==> config.mk <==
export PLATFORM = sky130hd
export DESIGN_NAME = asc_ctrl
export DESIGN_NICKNAME = d
export VERILOG_FILES = /design/src/asc_pkg.sv /design/src/asc_ctrl.sv /design/src/asc_sync.sv
export SDC_FILE = /design/constraint.sdc
export NUM_CORES = 1
export LEC_CHECK = 0
export ABC_AREA = 1
export BUFFER_PORTS_ARGS = -buffer_cell sky130_fd_sc_hd__buf_2
export CORE_ASPECT_RATIO = 2
export CORE_UTILIZATION = 48
export CTS_BUF_LIST = sky130_fd_sc_hd__clkbuf_8
export DETAILED_ROUTE_END_ITERATION = 8
export MAX_ROUTING_LAYER = met4
export PLACE_DENSITY = 0.78
export SETUP_SLACK_MARGIN = 0.05
export SLEW_MARGIN = 20
export SYNTH_ARGS = -nofsm -noshare
export SYNTH_HDL_FRONTEND = slang
export SYNTH_SLANG_ARGS = --single-unit
==> constraint.sdc <==
create_clock -name CORE_CLK_I -period 2.77 [get_ports CORE_CLK_I]
set_input_delay 0.1385 -clock CORE_CLK_I [delete_from_list [all_inputs] [get_ports CORE_CLK_I]]
set_output_delay 0.1385 -clock CORE_CLK_I [all_outputs]
set_load 0.1 [all_outputs]
==> src/asc_pkg.sv <==
package asc_pkg;

	// ==========================================================
	// Geometry
	localparam int ASC_ADDR_W = 18;
	localparam int ASC_DATA_W = 16;
	localparam int ASC_LANE_W = 8;

	// ==========================================================
	// Timing
	localparam int ASC_CLK_PERIOD_NS = 4;
	localparam int ASC_ADDR_SETUP_NS = 0;
	localparam int ASC_WRITE_PULSE_NS = 35;
	localparam int ASC_STROBE_TO_FLOAT_DELAY_NS = 18;
	localparam int ASC_WRITE_DATA_SETUP_TIME_NS = 25;
	localparam int ASC_DATA_HOLD_NS = 0;
	localparam int ASC_READ_CYCLE_NS = 45;
	localparam int ASC_TURN_NS = 18;
	localparam int ASC_PULSE_MIN_NS = (ASC_WRITE_PULSE_NS >
		(ASC_STROBE_TO_FLOAT_DELAY_NS + ASC_WRITE_DATA_SETUP_TIME_NS)) ?
		ASC_WRITE_PULSE_NS :
		(ASC_STROBE_TO_FLOAT_DELAY_NS + ASC_WRITE_DATA_SETUP_TIME_NS);
	localparam int ASC_WR_CYC = (ASC_PULSE_MIN_NS + ASC_CLK_PERIOD_NS - 1) / ASC_CLK_PERIOD_NS;
	localparam int ASC_RD_CYC = (ASC_READ_CYCLE_NS + ASC_CLK_PERIOD_NS - 1) / ASC_CLK_PERIOD_NS;
	localparam int ASC_TURN_CYC = (ASC_TURN_NS + ASC_CLK_PERIOD_NS - 1) / ASC_CLK_PERIOD_NS;
	localparam int ASC_HOLD_CYC = 1;
	localparam int ASC_CNT_W = 8;

	// ==========================================================
	// Reset values
	localparam logic [1:0] ASC_LANES_OFF = 2'h3;

	// ==========================================================
	// Types
	typedef struct packed {
		logic write;
		logic [1:0] lane_n;
		logic [ASC_ADDR_W-1:0] addr;
		logic [ASC_DATA_W-1:0] wdata;
	} asc_req_t;

	typedef struct packed {
		logic select_primary_n;
		logic select_secondary;
		logic write_n;
		logic out_en_n;
		logic upper_lane_en_n;
		logic lower_lane_en_n;
	} asc_ctl_t;

	typedef enum logic [4:0] {
		ASC_IDLE = 5'h01,
		ASC_WSTROBE = 5'h02,
		ASC_WHOLD = 5'h04,
		ASC_READ = 5'h08,
		ASC_TURN = 5'h10
	} asc_state_t;

endpackage : asc_pkg

==> src/asc_ctrl.sv <==
`timescale 1ns/1ns
// Operation
// - Write starts only when strobe, select and a lane enable are all active.
// - Host keeps write data set up and held about the ending edge.
// - Strobe-ended write with output enable low lasts float delay plus setup.
// - Host drives every select pin to a valid level at all times.
// - Deselect by inactive selects or by both lanes inactive.
module asc_ctrl
	import asc_pkg::*;
#(
	parameter int ADDR_W = 18,
	parameter int DATA_W = 16
) (
	// Clock and reset
	input wire logic CORE_CLK_I,
	input wire logic SYS_RST_I,
	// User request port
	input wire logic REQ_VALID_I,
	input wire asc_pkg::asc_req_t REQ_I,
	output logic REQ_READY_O,
	output logic RD_VALID_O,
	output logic [DATA_W-1:0] RD_DATA_O,
	// Memory control pins
	output asc_pkg::asc_ctl_t MEM_CTL_O,
	output logic [ADDR_W-1:0] MEM_ADDR_O,
	// Memory data pins
	input wire logic [DATA_W-1:0] MEM_DQ_I,
	output logic [DATA_W-1:0] MEM_DQ_O,
	output logic [1:0] MEM_DQ_OE_O
);

	import asc_pkg::*;

	asc_state_t state_r;
	asc_state_t state_nxt;
	logic [ASC_CNT_W-1:0] cnt_r;
	logic [ASC_CNT_W-1:0] cnt_nxt;
	logic [1:0] lane_r;
	logic [DATA_W-1:0] dq_sync;
	logic take;

	// Lane mask: enabled lanes see pin data, others keep zero
	function automatic logic [DATA_W-1:0] lane_mask(input logic [1:0] lane_n);
		lane_mask = {{(DATA_W/2){~lane_n[1]}}, {(DATA_W/2){~lane_n[0]}}};
	endfunction : lane_mask

	// ==========================================================
	// Input synchroniser
	asc_sync #(
		.WIDTH(DATA_W)
	) u_sync (
		.clk_i(CORE_CLK_I),
		.rst_i(SYS_RST_I),
		.d_i(MEM_DQ_I),
		.q_o(dq_sync)
	);

	// A request with both lanes off would be a deselect, so it is simply retired
	assign take = REQ_VALID_I && REQ_READY_O;

	// ==========================================================
	// Sequencer
	always_comb
	begin
		state_nxt = state_r;
		cnt_nxt = (cnt_r != '0) ? cnt_r - 1'b1 : cnt_r;
		unique case (state_r)
			ASC_IDLE:
			begin
				if (take && REQ_I.lane_n != ASC_LANES_OFF)
				begin
					state_nxt = REQ_I.write ? ASC_WSTROBE : ASC_READ;
					cnt_nxt = REQ_I.write ? ASC_CNT_W'(ASC_WR_CYC - 1) :
						ASC_CNT_W'(ASC_RD_CYC - 1);
				end
			end
			ASC_WSTROBE:
			begin
				if (cnt_r == '0)
				begin
					state_nxt = ASC_WHOLD;
					cnt_nxt = ASC_CNT_W'(ASC_HOLD_CYC - 1);
				end
			end
			ASC_WHOLD:
			begin
				if (cnt_r == '0)
					state_nxt = ASC_IDLE;
			end
			ASC_READ:
			begin
				if (cnt_r == '0)
				begin
					state_nxt = ASC_TURN;
					cnt_nxt = ASC_CNT_W'(ASC_TURN_CYC - 1);
				end
			end
			ASC_TURN:
			begin
				if (cnt_r == '0)
					state_nxt = ASC_IDLE;
			end
			default:
			begin
				state_nxt = ASC_IDLE;
			end
		endcase
	end

	// State and counter registers
	always_ff @(posedge CORE_CLK_I or posedge SYS_RST_I)
	begin
		if (SYS_RST_I)
		begin
			state_r <= ASC_IDLE;
			cnt_r <= '0;
		end
		else
		begin
			state_r <= state_nxt;
			cnt_r <= cnt_nxt;
		end
	end

	// Ready only in idle; rises on the same edge as the previous access retires
	always_ff @(posedge CORE_CLK_I or posedge SYS_RST_I)
	begin
		if (SYS_RST_I)
			REQ_READY_O <= 1'b0;
		else
			REQ_READY_O <= (state_nxt == ASC_IDLE) && !take;
	end

	// ==========================================================
	// Pin drivers; selects always at full levels, never floated
	always_ff @(posedge CORE_CLK_I or posedge SYS_RST_I)
	begin
		if (SYS_RST_I)
		begin
			MEM_CTL_O <= '{1'b1, 1'b0, 1'b1, 1'b1, 1'b1, 1'b1};
			MEM_ADDR_O <= '0;
			MEM_DQ_O <= '0;
			MEM_DQ_OE_O <= 2'h0;
			lane_r <= ASC_LANES_OFF;
		end
		else
		begin
			if (state_r == ASC_IDLE && take)
			begin
				MEM_ADDR_O <= REQ_I.addr;
				MEM_DQ_O <= REQ_I.wdata;
				lane_r <= REQ_I.lane_n;
			end
			unique case (state_nxt)
				ASC_WSTROBE:
				begin
					// All window terms asserted together; write-enable held
					// at least float delay plus data setup
					MEM_CTL_O.select_primary_n <= 1'b0;
					MEM_CTL_O.select_secondary <= 1'b1;
					MEM_CTL_O.write_n <= 1'b0;
					MEM_CTL_O.out_en_n <= 1'b1;
					MEM_CTL_O.upper_lane_en_n <= (state_r == ASC_IDLE) ?
						REQ_I.lane_n[1] : lane_r[1];
					MEM_CTL_O.lower_lane_en_n <= (state_r == ASC_IDLE) ?
						REQ_I.lane_n[0] : lane_r[0];
					// Drive only the enabled lanes
					MEM_DQ_OE_O <= (state_r == ASC_IDLE) ? ~REQ_I.lane_n : ~lane_r;
				end
				ASC_WHOLD:
				begin
					// Strobe ends the window; data and address held past it
					MEM_CTL_O.write_n <= 1'b1;
				end
				ASC_READ:
				begin
					MEM_CTL_O.select_primary_n <= 1'b0;
					MEM_CTL_O.select_secondary <= 1'b1;
					MEM_CTL_O.write_n <= 1'b1;
					MEM_CTL_O.out_en_n <= 1'b0;
					MEM_CTL_O.upper_lane_en_n <= (state_r == ASC_IDLE) ?
						REQ_I.lane_n[1] : lane_r[1];
					MEM_CTL_O.lower_lane_en_n <= (state_r == ASC_IDLE) ?
						REQ_I.lane_n[0] : lane_r[0];
					MEM_DQ_OE_O <= 2'h0;
				end
				default:
				begin
					// Idle and turnaround: deselect by both means
					MEM_CTL_O <= '{1'b1, 1'b0, 1'b1, 1'b1, 1'b1, 1'b1};
					MEM_DQ_OE_O <= 2'h0;
				end
			endcase
		end
	end

	// ==========================================================
	// Read capture of the pin word sampled on the last read edge, a full read
	// cycle after select; the two sync stages delay it two turn cycles.
	// Floated lanes read zero.
	always_ff @(posedge CORE_CLK_I or posedge SYS_RST_I)
	begin
		if (SYS_RST_I)
		begin
			RD_VALID_O <= 1'b0;
			RD_DATA_O <= '0;
		end
		else
		begin
			RD_VALID_O <= (state_r == ASC_TURN) && (cnt_r == ASC_CNT_W'(ASC_TURN_CYC - 2));
			if ((state_r == ASC_TURN) && (cnt_r == ASC_CNT_W'(ASC_TURN_CYC - 2)))
				RD_DATA_O <= dq_sync & lane_mask(lane_r);
		end
	end

endmodule : asc_ctrl

==> src/asc_sync.sv <==
`timescale 1ns/1ns
// Two-stage synchroniser for the pin data returned by the memory
module asc_sync #(
	parameter int WIDTH = 16
) (
	input wire logic clk_i,
	input wire logic rst_i,
	input wire logic [WIDTH-1:0] d_i,
	output logic [WIDTH-1:0] q_o
);

	logic [WIDTH-1:0] meta_r;

	// ==========================================================
	// First stage is read only by the second
	always_ff @(posedge clk_i or posedge rst_i)
	begin
		if (rst_i)
		begin
			meta_r <= '0;
			q_o <= '0;
		end
		else
		begin
			meta_r <= d_i;
			q_o <= meta_r;
		end
	end

endmodule : asc_sync

==> qor.txt <==
Congestion Overflow GR: 0
H-tree depth: 3
pre-CTS WS: 0.633 ns
RSZ-0062 raised after global routing: no
Wirelength per Cell: 15.0 µm
Mapped Avg Cell Area: 12.4 µm²
synthesized-area fraction occupied by adder cells: 0.00932
Rows: 46
Compound-Gate Fraction of Synth Area: 0.0423
Cells after Synth: 325
Clock Latency Late Sink: 0.37 ns
Core Region: 8000 µm²
top cell family by delay on the critical path: simple AND/OR/NAND/NOR gates
min Tclk post-route: 2.19 ns
Cell Area, Synth: 4030 µm²
post-DP HPWL: 5.77 mm
Fillers: 591
max-cap viol count: 0
outcome: complete, no violations
simple-gate share of the synthesized area: 0.109
nets: 550
Final Hold Vio Count: 0
main combinational cell family by area after synthesis: multiplexers
clock slew at reported path FFs: 0.10 ns
share of the yosys chip area belonging to registers: 0.667
CP Cell Sequence: nand2_1, nor2_8, nand2_2, buf_4, mux2_2
CTS root buffer: clkbuf_8
CP arrival: 2.44 ns
CTS buffer count: 9
Routed WL: 8.87 mm
area grow syn2layout: 31.9%
TritonCTS clock tree: yes
Yosys warning count: 0
Starting Density: 0.503
GR Util All Layers: 0.233
drt first pass iters: 4
IO buf count: 115
DIE AREA: 8780 µm²
final setup vio count: 0
Slowest cell on crit path: dfstp_2
die width: 66.8 µm
vias in the first global route: 3104
CP peak stage delay: 0.56 ns
initial DRC count: 143
Yosys cell types: 27
Setup CP Type: reg2reg
commonest non-fill, non-tap cell in the layout: buf_2
Final Skew: 0.00945 ns
Die H: 132 µm
Sink Count: 107
I/O Pins: 116
final worst path period share: 0.790
worst setup margin: 0.582 ns
worst path required time: 3.02 ns
Synth Area in XOR/XNOR: 0.0109
DRC viols: 0
Fin Setup TNS: 0 ns
HP Class: in2reg
pin count of the biggest net entering global routing: 44
Final Max Slew Viols: 0
layout cell share with drive strength beyond 1: 0.371
post-CTS sizing: 0
mux contribution to synthesized area: 0.110
CP endpoint kind: register
most frequent cells in the layout: buf_2 (115), dfrtp_1 (99), dlygate4sd3_1 (43)
first-pass GRT wire length: 14.7 mm
drt via density: 4.92
Worst setup SP type: register
placer congestion estimate: 0.815
Buf/Inv on CP: 1
synthesized flop and latch total: 107
Worst Path Max Fanout: 31
vias: 2920
FMAX: 457 MHz
Fin Hold WS: 0.0119 ns
syn_nets: 384
initial antenna violation count: 0
clk buf depth: 2
Slew @ Worst Pin: 0.865 ns
Rel. slew slack: 0.421
Detail Route Antenna Nets: 0
state kept, by name, indices dropped and copies added, names as in the netlist:
| name | cells |
|---|---|
| MEM_ADDR_O | 18 |
| MEM_DQ_O | 16 |
| RD_DATA_O | 16 |
| u_sync.meta_r | 16 |
| u_sync.q_o | 16 |
| cnt_r | 8 |
| MEM_CTL_O | 6 |
| state_r | 5 |
| MEM_DQ_OE_O | 2 |
| lane_r | 2 |
| RD_VALID_O | 1 |
| REQ_READY_O | 1 |
through the flow:
stage                     instance area [µm²]  utilization  cells
after detailed placement                 4710        0.589    533
after CTS                                5300        0.662    591
after global routing                     5310        0.664    592
after floorplan                          4030            -    325
final                                    5310        0.664    593
after global placement                   4710        0.589    533
layout make-up:
class	count	area, µm²	share of cell area
clock buffers	9	124	0.0233
well taps	96	120	0.0226
repair buffers	162	1040	0.195
inverters	40	154	0.0290
flip-flops and latches	107	2690	0.506
diodes	1	2.50	0.000471
clock inverters	7	47.5	0.00895
multi-input cells	171	1140	0.215
worst paths after layout:
path	startpoint	end	slack, ns	cells past startpoint
setup / recovery	state_r[0]	MEM_ADDR_O[5]	0.58	5
hold / removal	REQ_I[19]	MEM_ADDR_O[3]	0.01	2
setup reg to reg	state_r[0]	MEM_ADDR_O[5]	0.58	5
hold reg to reg	u_sync.meta_r[3]	u_sync.q_o[3]	0.36	0
max in group asynchronous	SYS_RST_I	MEM_ADDR_O[7]	1.40	4
min in group asynchronous	SYS_RST_I	u_sync.meta_r[2]	0.45	3
what timing repair did:
action	4_1_cts	5_1_grt
buffers inserted	0	0
hold buffers	42	1
hold endpoints to repair	70	1
per-layer routing:
| layer | vias to the layer above | share of wire | track usage |
|---|---|---|---|
| li1 | 1374 | - | - |
| met1 | 1420 | 0.38 | 0.256 |
| met2 | 95 | 0.55 | 0.386 |
| met3 | 31 | 0.037 | 0.0391 |
| met4 | 0 | 0.041 | 0.126 |
| met5 | - | 0 | - |
synth_stat cells, drive strengths merged:
cell type  instances  share of area
a21oi              6         0.0075
buf                7          0.013
clkinv             2         0.0019
dfrtp             99           0.62
dfstp              8          0.052
ha                 3         0.0093
inv               38          0.035
mux2              34           0.11
nand2             36          0.035
nand3             26          0.032
nand4              1         0.0016
nor2              27          0.032
nor3               5         0.0075
o211ai             2         0.0037
o21ai             25          0.031
or2                1         0.0016
xnor2              1         0.0022
xor2               4         0.0087
cells by family after synthesis:
group	Yosys count
xor+xnor	5
buf+inv	47
flops	107
compound gates	33
mux	34
fa+ha+maj	3
simple gates	96
Power is left out: the tool's default activity adds up to more than one toggle a clock period on the data nets, which glitch-free logic cannot reach.
